==> src/rtl/lshr_pkg.sv <==
// Shared constants and types for the LIN slave header receiver.
// Assumes a 100 MHz system clock and an AXI4-Lite register slave.
package lshr_pkg;

  ////////////////////////////////////////////////////////////////////////
  // Clock and timing
  localparam int CLK_HZ = 100000000;
  localparam int CLK_NS = 10;
  localparam int SETTLE_NS = 7500000;
  localparam int SETTLE_CYC = SETTLE_NS / CLK_NS;
  localparam int DRV_MIN_NS = 416000;
  localparam int DRV_MAX_NS = 1250000;
  localparam int DRV_MIN_CYC = (DRV_MIN_NS + CLK_NS - 1) / CLK_NS;
  localparam int DRV_MAX_CYC = DRV_MAX_NS / CLK_NS;
  localparam int STANDBY_TBIT = 25000;
  localparam logic [3:0] BREAK_TBIT = 4'h b;
  localparam logic [3:0] GAP_MIN_TBIT = 4'h1;
  localparam logic [3:0] GAP_MAX_TBIT = 4'hd;
  localparam logic [1:0] SYNC_FALLS = 2'h3;
  localparam logic [3:0] ID_LAST_BIT = 4'h9;
  localparam int RATE_0 = 2400;
  localparam int RATE_1 = 4800;
  localparam int RATE_2 = 9600;
  localparam int RATE_3 = 19200;
  localparam int PW = 17;

  ////////////////////////////////////////////////////////////////////////
  // Register map (byte addresses)
  localparam logic [31:0] CTRL_OFS = 32'h0000_0000;
  localparam logic [31:0] STATUS_OFS = 32'h0000_0004;
  localparam logic [31:0] IDENT_OFS = 32'h0000_0008;
  localparam logic [31:0] CAL_OFS = 32'h0000_000c;
  localparam logic CTRL_RST = 1'h1;
  localparam int CTRL_EN_POS = 0;
  localparam int ST_PERR_POS = 0;
  localparam int ST_CERR_POS = 1;
  localparam logic [1:0] RESP_OKAY = 2'h0;
  localparam logic [1:0] RESP_SLVERR = 2'h2;

  ////////////////////////////////////////////////////////////////////////
  // Types
  typedef enum logic [2:0] {
    HDR_IDLE = 3'h0,
    HDR_BREAK = 3'h1,
    HDR_GAP = 3'h3,
    HDR_SYNC = 3'h2,
    HDR_IDWAIT = 3'h6,
    HDR_IDBITS = 3'h7
  } lshr_hdr_state_t;

  typedef struct packed {
    logic settling;
    logic rxMode;
    logic calValid;
    logic standby;
    logic checksumErr;
    logic parityErr;
  } lshr_status_t;

  typedef struct packed {
    logic stopBit;
    logic parityBitB;
    logic parityBitA;
    logic lengthBit;
    logic directionBit;
    logic [3:0] nodeAddr;
    logic startBit;
  } lshr_idframe_t;

  ////////////////////////////////////////////////////////////////////////
  // Nominal bit period in clocks from the rate straps {hi, lo}
  function automatic logic [PW-1:0] nominalPeriod(input logic [1:0] sel);
    unique case (sel)
      2'h0: nominalPeriod = PW'(CLK_HZ / RATE_0);
      2'h1: nominalPeriod = PW'(CLK_HZ / RATE_1);
      2'h2: nominalPeriod = PW'(CLK_HZ / RATE_2);
      2'h3: nominalPeriod = PW'(CLK_HZ / RATE_3);
    endcase
  endfunction

endpackage

==> src/rtl/lshr_top.sv <==
// LIN slave header receiver: wake/standby, break, sync, identifier.
// Assumes an AXI4-Lite master on clk and a receive-only bus line.
`timescale 1ns/100ps
module lshr_top #(
  parameter int SETTLE_CYCLES = lshr_pkg::SETTLE_CYC,
  parameter int DRV_DELAY = lshr_pkg::DRV_MIN_CYC,
  parameter int STANDBY_BITS = lshr_pkg::STANDBY_TBIT
) (
  // Clock and reset
  input wire logic clk,
  input wire logic reset_n,
  // Bus and strap pins
  input wire logic busLine,
  input wire logic rateStrapLo,
  input wire logic rateStrapHi,
  input wire logic nodeAddrBit0,
  input wire logic nodeAddrBit1,
  input wire logic nodeAddrBit2,
  input wire logic nodeAddrBit3,
  // Motor side
  input wire logic motorActive,
  input wire logic cmdAccepted,
  output logic driverStart,
  // Node status
  output logic standby,
  output logic regulatorOn,
  output logic txRequest,
  output logic rxRequest,
  output logic [5:0] rxIdent,
  // AXI4-Lite write
  input wire logic [31:0] awaddr,
  input wire logic awvalid,
  output logic awready,
  input wire logic [31:0] wdata,
  input wire logic [3:0] wstrb,
  input wire logic wvalid,
  output logic wready,
  output logic [1:0] bresp,
  output logic bvalid,
  input wire logic bready,
  // AXI4-Lite read
  input wire logic [31:0] araddr,
  input wire logic arvalid,
  output logic arready,
  output logic [31:0] rdata,
  output logic [1:0] rresp,
  output logic rvalid,
  input wire logic rready
);

  ////////////////////////////////////////////////////////////////////////
  // Pin synchronisers and edges
  logic [6:0] pinSync;
  logic rxLine;
  logic rxPrev;
  logic fallEdge;
  logic riseEdge;
  logic [3:0] nodeAddr;
  logic [1:0] rateSel;

  lshr_sync #(.W(7)) u_pins (
    .clk(clk),
    .reset_n(reset_n),
    .async({busLine, nodeAddrBit3, nodeAddrBit2, nodeAddrBit1,
      nodeAddrBit0, rateStrapHi, rateStrapLo}),
    .synced(pinSync)
  );

  assign rxLine = pinSync[6];
  assign nodeAddr = pinSync[5:2];
  assign rateSel = pinSync[1:0];

  always_ff @(posedge clk or negedge reset_n) begin
    if (!reset_n) begin
      rxPrev <= 1'b1;
    end else begin
      rxPrev <= rxLine;
    end
  end

  assign fallEdge = rxPrev & ~rxLine;
  assign riseEdge = ~rxPrev & rxLine;

  ////////////////////////////////////////////////////////////////////////
  // Bit period selection
  logic [lshr_pkg::PW-1:0] calPeriod;
  logic calValid;
  logic [lshr_pkg::PW-1:0] activePeriod;
  logic hdrTick;
  logic idleTick;

  // Uncalibrated strap rate until a header has succeeded once
  assign activePeriod = calValid ? calPeriod :
    lshr_pkg::nominalPeriod(rateSel);

  lshr_bit_tick u_hdr_tick (
    .clk(clk),
    .reset_n(reset_n),
    .restart(fallEdge | riseEdge),
    .period(activePeriod),
    .tick(hdrTick)
  );

  lshr_bit_tick u_idle_tick (
    .clk(clk),
    .reset_n(reset_n),
    .restart(fallEdge | riseEdge),
    .period(activePeriod),
    .tick(idleTick)
  );

  ////////////////////////////////////////////////////////////////////////
  // Standby, wake and settle
  logic [14:0] idleBits;
  logic [19:0] settleCnt;
  logic settling;

  always_ff @(posedge clk or negedge reset_n) begin
    if (!reset_n) begin
      idleBits <= '0;
    end else if (!rxLine || fallEdge || riseEdge) begin
      idleBits <= '0;
    end else if (idleTick && idleBits != 15'(STANDBY_BITS)) begin
      idleBits <= 15'(idleBits + 1'b1);
    end
  end

  always_ff @(posedge clk or negedge reset_n) begin
    if (!reset_n) begin
      standby <= 1'b0;
    end else if (standby) begin
      if (!rxLine) begin
        standby <= 1'b0;
      end
    end else if (idleBits == 15'(STANDBY_BITS) && rxLine) begin
      standby <= ~motorActive;
    end
  end

  always_ff @(posedge clk or negedge reset_n) begin
    if (!reset_n) begin
      regulatorOn <= 1'b0;
    end else begin
      regulatorOn <= ~standby;
    end
  end

  // Restarted on every wake so early commands are dropped
  always_ff @(posedge clk or negedge reset_n) begin
    if (!reset_n) begin
      settleCnt <= 20'(SETTLE_CYCLES);
    end else if (standby) begin
      settleCnt <= 20'(SETTLE_CYCLES);
    end else if (settleCnt != 20'h0) begin
      settleCnt <= 20'(settleCnt - 1'b1);
    end
  end

  // Reset itself counts as a wake, so settle after reset too
  logic resetSeen;
  always_ff @(posedge clk or negedge reset_n) begin
    if (!reset_n) begin
      resetSeen <= 1'b1;
    end else begin
      resetSeen <= 1'b0;
    end
  end

  assign settling = resetSeen | (settleCnt != 20'h0);

  ////////////////////////////////////////////////////////////////////////
  // Header receiver
  lshr_pkg::lshr_hdr_state_t hdrState;
  logic [3:0] tickCnt;
  logic [1:0] fallCnt;
  logic [19:0] measCnt;
  logic [lshr_pkg::PW-1:0] tentPeriod;
  logic [lshr_pkg::PW-1:0] bitCnt;
  logic [3:0] bitIdx;
  logic [9:0] shReg;
  logic frameDone;
  logic rxEnable;

  always_ff @(posedge clk or negedge reset_n) begin
    if (!reset_n) begin
      hdrState <= lshr_pkg::HDR_IDLE;
      tickCnt <= '0;
      fallCnt <= '0;
      measCnt <= '0;
      tentPeriod <= '0;
      bitCnt <= '0;
      bitIdx <= '0;
      shReg <= '0;
      frameDone <= 1'b0;
    end else begin
      frameDone <= 1'b0;
      if (hdrTick && tickCnt != 4'hf) begin
        tickCnt <= 4'(tickCnt + 1'b1);
      end
      if (standby) begin
        hdrState <= lshr_pkg::HDR_IDLE;
      end else begin
        unique case (hdrState)
          lshr_pkg::HDR_IDLE: begin
            if (fallEdge && rxEnable) begin
              hdrState <= lshr_pkg::HDR_BREAK;
              tickCnt <= '0;
            end
          end
          lshr_pkg::HDR_BREAK: begin
            if (riseEdge) begin
              tickCnt <= '0;
              if (tickCnt >= lshr_pkg::BREAK_TBIT) begin
                hdrState <= lshr_pkg::HDR_GAP;
              end else begin
                hdrState <= lshr_pkg::HDR_IDLE;
              end
            end
          end
          lshr_pkg::HDR_GAP: begin
            if (fallEdge) begin
              measCnt <= 20'h1;
              fallCnt <= '0;
              if (tickCnt >= lshr_pkg::GAP_MIN_TBIT) begin
                hdrState <= lshr_pkg::HDR_SYNC;
              end else begin
                hdrState <= lshr_pkg::HDR_IDLE;
              end
            end else if (tickCnt >= lshr_pkg::GAP_MAX_TBIT) begin
              hdrState <= lshr_pkg::HDR_IDLE;
            end
          end
          lshr_pkg::HDR_SYNC: begin
            if (measCnt != 20'hfffff) begin
              measCnt <= 20'(measCnt + 1'b1);
            end else begin
              hdrState <= lshr_pkg::HDR_IDLE;
            end
            if (fallEdge) begin
              fallCnt <= 2'(fallCnt + 1'b1);
              if (fallCnt == lshr_pkg::SYNC_FALLS) begin
                // Eight bit times measured, keep one eighth
                tentPeriod <= measCnt[19:3];
                tickCnt <= '0;
                hdrState <= lshr_pkg::HDR_IDWAIT;
              end
            end
          end
          lshr_pkg::HDR_IDWAIT: begin
            if (fallEdge) begin
              bitCnt <= '0;
              bitIdx <= '0;
              hdrState <= lshr_pkg::HDR_IDBITS;
            end else if (tickCnt >= lshr_pkg::GAP_MAX_TBIT) begin
              hdrState <= lshr_pkg::HDR_IDLE;
            end
          end
          lshr_pkg::HDR_IDBITS: begin
            bitCnt <= lshr_pkg::PW'(bitCnt + 1'b1);
            if (bitCnt == (tentPeriod >> 1)) begin
              shReg[bitIdx] <= rxLine;
            end
            if (bitCnt >= lshr_pkg::PW'(tentPeriod - 1'b1)) begin
              bitCnt <= '0;
              bitIdx <= 4'(bitIdx + 1'b1);
              if (bitIdx == lshr_pkg::ID_LAST_BIT) begin
                frameDone <= 1'b1;
                hdrState <= lshr_pkg::HDR_IDLE;
              end
            end
          end
          default: hdrState <= lshr_pkg::HDR_IDLE;
        endcase
      end
    end
  end

  ////////////////////////////////////////////////////////////////////////
  // Identifier evaluation
  lshr_pkg::lshr_idframe_t frame;
  logic framingOk;
  logic parityOk;
  logic addrHit;
  logic addressed;
  logic accepted;

  assign frame = shReg;
  assign framingOk = ~frame.startBit & frame.stopBit;
  assign parityOk =
    (frame.parityBitA == (frame.nodeAddr[0] ^ frame.nodeAddr[1] ^
      frame.nodeAddr[2] ^ frame.directionBit)) &&
    (frame.parityBitB == ~(frame.nodeAddr[1] ^ frame.nodeAddr[3] ^
      frame.directionBit ^ frame.lengthBit));
  assign addrHit = frame.nodeAddr == nodeAddr;
  assign addressed = addrHit & ~frame.lengthBit;
  assign accepted = frameDone & framingOk & parityOk & addressed &
    ~settling;

  // Only a clean, addressed header recalibrates
  always_ff @(posedge clk or negedge reset_n) begin
    if (!reset_n) begin
      calPeriod <= '0;
      calValid <= 1'b0;
    end else if (accepted) begin
      calPeriod <= tentPeriod;
      calValid <= 1'b1;
    end
  end

  logic rxMode;
  always_ff @(posedge clk or negedge reset_n) begin
    if (!reset_n) begin
      rxMode <= 1'b0;
      txRequest <= 1'b0;
      rxRequest <= 1'b0;
      rxIdent <= '0;
    end else begin
      txRequest <= accepted & ~frame.directionBit;
      rxRequest <= accepted & frame.directionBit;
      if (accepted) begin
        rxMode <= frame.directionBit;
        rxIdent <= {frame.lengthBit, frame.directionBit, frame.nodeAddr};
      end
    end
  end

  ////////////////////////////////////////////////////////////////////////
  // Motor driver start delay
  logic [16:0] drvCnt;
  always_ff @(posedge clk or negedge reset_n) begin
    if (!reset_n) begin
      drvCnt <= '0;
      driverStart <= 1'b0;
    end else begin
      driverStart <= drvCnt == 17'h1;
      if (standby) begin
        drvCnt <= '0;
      end else if (cmdAccepted) begin
        drvCnt <= 17'(DRV_DELAY);
      end else if (drvCnt != 17'h0) begin
        drvCnt <= 17'(drvCnt - 1'b1);
      end
    end
  end

  ////////////////////////////////////////////////////////////////////////
  // AXI4-Lite slave
  logic awHeld;
  logic wHeld;
  logic [31:0] wrAddr;
  logic [31:0] wrData;
  logic [3:0] wrStrb;
  logic wrFire;
  logic wrCtrl;
  logic wrStatus;
  logic parityErr;
  logic checksumErr;
  lshr_pkg::lshr_status_t status;

  assign awready = ~awHeld & ~bvalid;
  assign wready = ~wHeld & ~bvalid;
  assign arready = ~rvalid;
  assign wrFire = awHeld & wHeld & ~bvalid;
  assign wrCtrl = wrFire & wrStrb[0] & (wrAddr == lshr_pkg::CTRL_OFS);
  assign wrStatus = wrFire & wrStrb[0] & (wrAddr == lshr_pkg::STATUS_OFS);

  always_ff @(posedge clk or negedge reset_n) begin
    if (!reset_n) begin
      awHeld <= 1'b0;
      wHeld <= 1'b0;
      wrAddr <= '0;
      wrData <= '0;
      wrStrb <= '0;
      bvalid <= 1'b0;
      bresp <= lshr_pkg::RESP_OKAY;
    end else begin
      if (awvalid && awready) begin
        awHeld <= 1'b1;
        wrAddr <= {awaddr[31:2], 2'h0};
      end
      if (wvalid && wready) begin
        wHeld <= 1'b1;
        wrData <= wdata;
        wrStrb <= wstrb;
      end
      if (wrFire) begin
        awHeld <= 1'b0;
        wHeld <= 1'b0;
        bvalid <= 1'b1;
        bresp <= (wrAddr <= lshr_pkg::CAL_OFS) ? lshr_pkg::RESP_OKAY :
          lshr_pkg::RESP_SLVERR;
      end else if (bvalid && bready) begin
        bvalid <= 1'b0;
      end
    end
  end

  always_ff @(posedge clk or negedge reset_n) begin
    if (!reset_n) begin
      rxEnable <= lshr_pkg::CTRL_RST;
    end else if (wrCtrl) begin
      rxEnable <= wrData[lshr_pkg::CTRL_EN_POS];
    end
  end

  // Hardware set wins over a same-cycle write-one-to-clear
  always_ff @(posedge clk or negedge reset_n) begin
    if (!reset_n) begin
      parityErr <= 1'b0;
      checksumErr <= 1'b0;
    end else begin
      if (frameDone && !framingOk) begin
        parityErr <= 1'b1;
        checksumErr <= 1'b1;
      end else if (frameDone && !parityOk && addressed) begin
        parityErr <= 1'b1;
      end else if (wrStatus) begin
        if (wrData[lshr_pkg::ST_PERR_POS]) begin
          parityErr <= 1'b0;
        end
        if (wrData[lshr_pkg::ST_CERR_POS]) begin
          checksumErr <= 1'b0;
        end
      end
    end
  end

  assign status = '{settling: settling, rxMode: rxMode,
    calValid: calValid, standby: standby,
    checksumErr: checksumErr, parityErr: parityErr};

  always_ff @(posedge clk or negedge reset_n) begin
    if (!reset_n) begin
      rvalid <= 1'b0;
      rdata <= '0;
      rresp <= lshr_pkg::RESP_OKAY;
    end else if (arvalid && arready) begin
      rvalid <= 1'b1;
      rresp <= lshr_pkg::RESP_OKAY;
      unique case ({araddr[31:2], 2'h0})
        lshr_pkg::CTRL_OFS: rdata <= 32'(rxEnable);
        lshr_pkg::STATUS_OFS: rdata <= 32'(status);
        lshr_pkg::IDENT_OFS: rdata <= 32'(shReg);
        lshr_pkg::CAL_OFS: rdata <= 32'(calPeriod);
        default: begin
          rdata <= '0;
          rresp <= lshr_pkg::RESP_SLVERR;
        end
      endcase
    end else if (rvalid && rready) begin
      rvalid <= 1'b0;
    end
  end

endmodule // lshr_top

==> src/rtl/lshr_sync.sv <==
// Two-stage synchroniser for asynchronous pin inputs.
// Assumes inputs are quasi-static or slow against the clock.
`timescale 1ns/100ps
module lshr_sync #(
  parameter int W = 1
) (
  // Clock and reset
  input wire logic clk,
  input wire logic reset_n,
  // Data
  input wire logic [W-1:0] async,
  output logic [W-1:0] synced
);

  logic [W-1:0] stage1;

  always_ff @(posedge clk or negedge reset_n) begin
    if (!reset_n) begin
      stage1 <= '1;
      synced <= '1;
    end else begin
      stage1 <= async;
      synced <= stage1;
    end
  end

endmodule // lshr_sync

==> src/rtl/lshr_bit_tick.sv <==
// Bit-time enable generator: one pulse per programmed period.
// Assumes period is at least two clocks; restart realigns the phase.
`timescale 1ns/100ps
module lshr_bit_tick (
  // Clock and reset
  input wire logic clk,
  input wire logic reset_n,
  // Control
  input wire logic restart,
  input wire logic [lshr_pkg::PW-1:0] period,
  // Enable out
  output logic tick
);

  logic [lshr_pkg::PW-1:0] cnt;

  always_ff @(posedge clk or negedge reset_n) begin
    if (!reset_n) begin
      cnt <= '0;
      tick <= 1'b0;
    end else if (restart) begin
      cnt <= '0;
      tick <= 1'b0;
    end else if (cnt >= lshr_pkg::PW'(period - 1'b1)) begin
      cnt <= '0;
      tick <= 1'b1;
    end else begin
      cnt <= lshr_pkg::PW'(cnt + 1'b1);
      tick <= 1'b0;
    end
  end

endmodule // lshr_bit_tick

==> config.mk <==
export PLATFORM = sky130hd
export DESIGN_NAME = lshr_top
export DESIGN_NICKNAME = d
export VERILOG_FILES = /design/src/rtl/lshr_pkg.sv /design/src/rtl/lshr_top.sv /design/src/rtl/lshr_sync.sv /design/src/rtl/lshr_bit_tick.sv
export SDC_FILE = /design/constraint.sdc
export NUM_CORES = 1
export LEC_CHECK = 0
export BUFFER_PORTS_ARGS = -buffer_cell sky130_fd_sc_hd__buf_2
export CAP_MARGIN = 30
export CORE_MARGIN = 2
export CORE_UTILIZATION = 45
export CTS_BUF_LIST = sky130_fd_sc_hd__clkbuf_4
export DETAILED_ROUTE_END_ITERATION = 10
export GPL_ROUTABILITY_DRIVEN = 0
export SYNTH_ARGS = -nofsm -noshare
export SYNTH_HDL_FRONTEND = slang
export SYNTH_SLANG_ARGS = --single-unit
==> constraint.sdc <==
create_clock -name clk -period 4.98 [get_ports clk]
set_input_delay 0.747 -clock clk [delete_from_list [all_inputs] [get_ports clk]]
set_output_delay 0.747 -clock clk [all_outputs]
set_load 0.02 [all_outputs]
==> run_results.csv <==
group,metric,value,unit
status,result_of_the_run,"completed",
setup_path,reg2reg_to,"u_idle_tick.cnt[7]$_DFF_PN0_",
routing,wl_per_cell,15.7,um
clock_network,clock_sink_count,270,
timing,final_hold_slack,0.0900,ns
routing,wirelength,33400,um
layout,area_delta_synth_final,13.7,%
power,sequential_power_share,48.6,%
layout,seq_cell_area,0.00679,mm2
power,pwr_density_cell,325,mW/mm2
layout,layout_common_cells,"sky130_fd_sc_hd__dfrtp_1, sky130_fd_sc_hd__nand2_1, sky130_fd_sc_hd__nor2_1",
routing,via_per_inst,5.23,
timing,slew_headroom,44.3,%
layout,finish.instance_area,0.0167,mm2
placement,dp_hpwl,24500,um
yosys,syn-mean-instance-area,9.97,um2
clock_network,clkTransAtPathRegs,0.06,ns
layout,final_common_cell,"sky130_fd_sc_hd__dfrtp_1",
setup_path,criticalPathCategory,"flop to flop",
power,total_power,0.00542,W
timing,hold_violations,0,
timing,finalSetupViolCount,0,
timing,fin_worst_skew,0.0517,ns
placement,buffer_ports.inserted,113,
routing,number_of_detailed_route_iterations_in_the_first_pass,5,
die,die_width,185,um
yosys,ys_ff_latch,270,
die,rows,66,
power,swShare,27.7,%
global_routing,first_pass_grt_wire_length,55000,um
placement,postPlaceCellArea,0.0157,mm2
setup_path,cp-startpoint,"u_pins.synced[0]$_DFF_PN1_",
routing,antenna_left,0,
clock_network,h-tree-depth,3,
setup_path,start_kind,"flop",
timing,finalWorstPathRequiredPeriod,4.68,ns
layout,multi_input_area,0.00746,mm2
clock_network,cts_made_buffers,76,
setup_path,r2r.worst_path.cells,18,
yosys,ys_seq_area_share,46.3,%
power,power.net_switching,0.00150,W
yosys,synth.cell_area,0.0147,mm2
setup_path,endpoint_kind,"flop",
power,share_comb_of_total_power,14.4,%
layout,fillerInstances,3025,
global_routing,grt_start_max_net_pins,112,
clock_network,clock_insertion_delay_worst_skew,0.71,ns
global_routing,grt_use_total,20.1,%
timing,setup_slack,0.299,ns
die,floorplan.initialDensity,45.4,%
global_routing,via_count_of_the_first_global_routing_pass,10887,
routing,post-route-drc-count,0,
timing,tns,0,ns
timing,fmax,214,MHz
yosys,count_of_distinct_cell_types_in_the_synthesized_netlist,77,
timing,tightestPinTransition,0.835,ns
worst_hold_path,worstHoldPathType,"input pin to asynchronous set/reset pin",
timing,final_max_slew_viol_count,0,
global_routing,global_route.overflow_total,0,
layout,nNetsFinal,1823,
layout,final_layout_size_suffix_gt1_share,22.4,%
global_routing,number_of_antenna_violations_at_the_first_check_in_global_routing,1,
yosys,synth-edff-count,0,
clock_network,root_buffer,"sky130_fd_sc_hd__clkbuf_4",
routing,vias,11147,
die,fp.coreArea,0.0323,mm2
yosys,ys_async_sr_fraction,100,%
die,dieHeight,185,um
yosys,main_synth_ff_type,"sky130_fd_sc_hd__dfrtp_1",
power,clk_network_pwr_share,37.0,%
timing,final_min_period_over_clock_period,94.0,%
clock_network,cts_tree,"done",
yosys,synthesis.instances,1471,
die,fp.dieArea,0.0341,mm2
power,p_leak,7.82,nW
job,drv_cap,0,
die,io_pins,168,
power,vdd_drop_max,0.258,mV
setup_path,r2r_slack,0.30,ns
placement,preCtsSetupSlack,0.0873,ns
setup_path,timing.critical_path.fanout_max,17,
yosys,ys_warn_count,0,
routing,drt_iter0_markers,514,
power,p_int,0.00391,W
setup_path,critPathRequiredTime,5.57,ns
clock_network,cts.path.max_buffers,3,
setup_path,r2r-start,"u_pins.synced[0]$_DFF_PN1_",
setup_path,critPathArrivalTime,5.27,ns
## routing by layer
layer | vias up | part of all wire [%] | GRT usage (%)
met2 | 215 | 47 | 32.4
met5 | - | 0 | 0
met4 | 0 | 2.9 | 8.19
met3 | 72 | 3.9 | 3.81
met1 | 5360 | 46 | 26.7
li1 | 5500 | - | -
## sequential cells by signal (all words and copies together) (netlist names), 7 cells and up
register and count:
bitCnt 17, calPeriod 17, drvCnt 17, frame 10, idleBits 15, measCnt 20, rdata 17, settleCnt 20
tentPeriod 17, u_hdr_tick.cnt 17, u_idle_tick.cnt 17, u_pins.stage1 7, u_pins.synced 7, wrAddr 30
## area by class of cell
class	instances	area share, %
inverter	41	0.922
clock inverter	16	0.412
tap	442	3.31
multi-input combinational	1112	44.7
clock buffer	119	5.35
timing repair buffer	131	4.57
sequential	270	40.7
antenna	1	0.0150
## critical path: stages, from the launching register on
cell and delay (ns):
sky130_fd_sc_hd__dfstp_2 0.56, sky130_fd_sc_hd__inv_1 0.08, sky130_fd_sc_hd__ha_1 0.29, sky130_fd_sc_hd__or4_1 0.55, sky130_fd_sc_hd__a222oi_1 0.40, sky130_fd_sc_hd__and2_1 0.27
sky130_fd_sc_hd__nand2_1 0.12, sky130_fd_sc_hd__nor3_1 0.19, sky130_fd_sc_hd__xor2_1 0.10, sky130_fd_sc_hd__a21oi_1 0.27, sky130_fd_sc_hd__ha_1 0.30, sky130_fd_sc_hd__and4_1 0.19
sky130_fd_sc_hd__and4_1 0.20, sky130_fd_sc_hd__a211oi_1 0.28, sky130_fd_sc_hd__nand2_1 0.09, sky130_fd_sc_hd__a21oi_1 0.27, sky130_fd_sc_hd__o311ai_4 0.15, sky130_fd_sc_hd__buf_12 0.19
sky130_fd_sc_hd__nor2_1 0.09
## cell usage after synthesis, types with 3 or more instances
| cell type | number | area share, % |
|---|---|---|
| sky130_fd_sc_hd__or3b_1 | 3 | 0.18 |
| sky130_fd_sc_hd__nand4_1 | 37 | 1.6 |
| sky130_fd_sc_hd__a22o_1 | 20 | 1.2 |
| sky130_fd_sc_hd__nor2b_1 | 14 | 0.60 |
| sky130_fd_sc_hd__o21a_1 | 8 | 0.41 |
| sky130_fd_sc_hd__inv_1 | 41 | 1.0 |
| sky130_fd_sc_hd__a31oi_1 | 12 | 0.51 |
| sky130_fd_sc_hd__dfrtp_1 | 243 | 41 |
| sky130_fd_sc_hd__nor2_2 | 20 | 0.85 |
| sky130_fd_sc_hd__buf_4 | 18 | 0.92 |
| sky130_fd_sc_hd__dfstp_2 | 27 | 4.8 |
| sky130_fd_sc_hd__or3_1 | 23 | 0.98 |
| sky130_fd_sc_hd__or2_2 | 4 | 0.17 |
| sky130_fd_sc_hd__a21oi_1 | 47 | 1.6 |
| sky130_fd_sc_hd__nor2_1 | 131 | 3.4 |
| sky130_fd_sc_hd__nand3_1 | 50 | 1.7 |
| sky130_fd_sc_hd__nor4_1 | 28 | 1.2 |
| sky130_fd_sc_hd__a21boi_0 | 4 | 0.20 |
| sky130_fd_sc_hd__and3_1 | 14 | 0.60 |
| sky130_fd_sc_hd__o211ai_1 | 4 | 0.20 |
| sky130_fd_sc_hd__nand2_1 | 168 | 4.3 |
| sky130_fd_sc_hd__xor2_1 | 60 | 3.6 |
| sky130_fd_sc_hd__o31ai_1 | 5 | 0.26 |
| sky130_fd_sc_hd__and4_1 | 6 | 0.36 |
| sky130_fd_sc_hd__a211oi_1 | 8 | 0.41 |
| sky130_fd_sc_hd__buf_6 | 3 | 0.23 |
| sky130_fd_sc_hd__nor3b_1 | 4 | 0.20 |
| sky130_fd_sc_hd__mux2i_1 | 15 | 1.0 |
| sky130_fd_sc_hd__and2_1 | 24 | 1.0 |
| sky130_fd_sc_hd__ha_1 | 75 | 6.4 |
| sky130_fd_sc_hd__nand2b_1 | 9 | 0.38 |
| sky130_fd_sc_hd__a21o_1 | 9 | 0.46 |
| sky130_fd_sc_hd__mux2_2 | 58 | 4.5 |
| sky130_fd_sc_hd__o21ai_0 | 45 | 1.5 |
| sky130_fd_sc_hd__nor3_1 | 45 | 1.5 |
| sky130_fd_sc_hd__mux2_1 | 4 | 0.31 |
| sky130_fd_sc_hd__clkbuf_1 | 40 | 1.0 |
| sky130_fd_sc_hd__or4_1 | 10 | 0.51 |
| sky130_fd_sc_hd__xnor2_1 | 84 | 5.0 |
## power by group through the flow
stage,sequential [W],combinational [W],clock [W]
final,0.00263,0.000782,0.00200
after global placement,0.00266,0.000767,0
after floorplan,0.00262,0.000593,0
after global routing,0.00267,0.000881,0.00221
after detailed placement,0.00267,0.000787,0
after CTS,0.00263,0.000790,0.00209
## cells by family (layout without fill, tap and decap cells)
logic type | Yosys count | in the layout | share of synthesized area, %
and+or+nand+nor | 605 | 605 | 20.4
other | 1 | 19 | 0.0256
AOI/OAI and AO/OA | 191 | 191 | 8.79
muxes | 78 | 78 | 5.94
DFF | 270 | 270 | 46.3
adders and majority gates | 75 | 75 | 6.40
xor gates and xnor gates | 145 | 145 | 8.78
buffers and inverters | 106 | 307 | 3.35
## worst max path at each step
stage                                          to  slack (ns)  cells past startpoint
global placement     u_idle_tick.cnt[6]$_DFF_PN0_        0.15                     17
detailed placement  u_idle_tick.cnt[16]$_DFF_PN0_        0.09                     17
CTS                  u_idle_tick.cnt[7]$_DFF_PN0_        0.07                     17
finish               u_idle_tick.cnt[7]$_DFF_PN0_        0.30                     18
floorplan            u_idle_tick.cnt[9]$_DFF_PN0_        0.76                     18
global route         u_idle_tick.cnt[7]$_DFF_PN0_      -0.008                     18
## what timing repair did
item / CTS / global route
hold buffers: 0 / 0
gates resized for setup: 0 / 0
buffers inserted: 0 / 1
setup endpoints to repair: 0 / 17
## stage by stage
stage | util [%] | std cells
finish | 51.7 | 2132
global route | 51.7 | 2132
CTS | 51.6 | 2130
detailed placement | 48.6 | 1995
global placement | 48.5 | 1993
floorplan | - | 1488
Power figures use the tool's default switching activity.
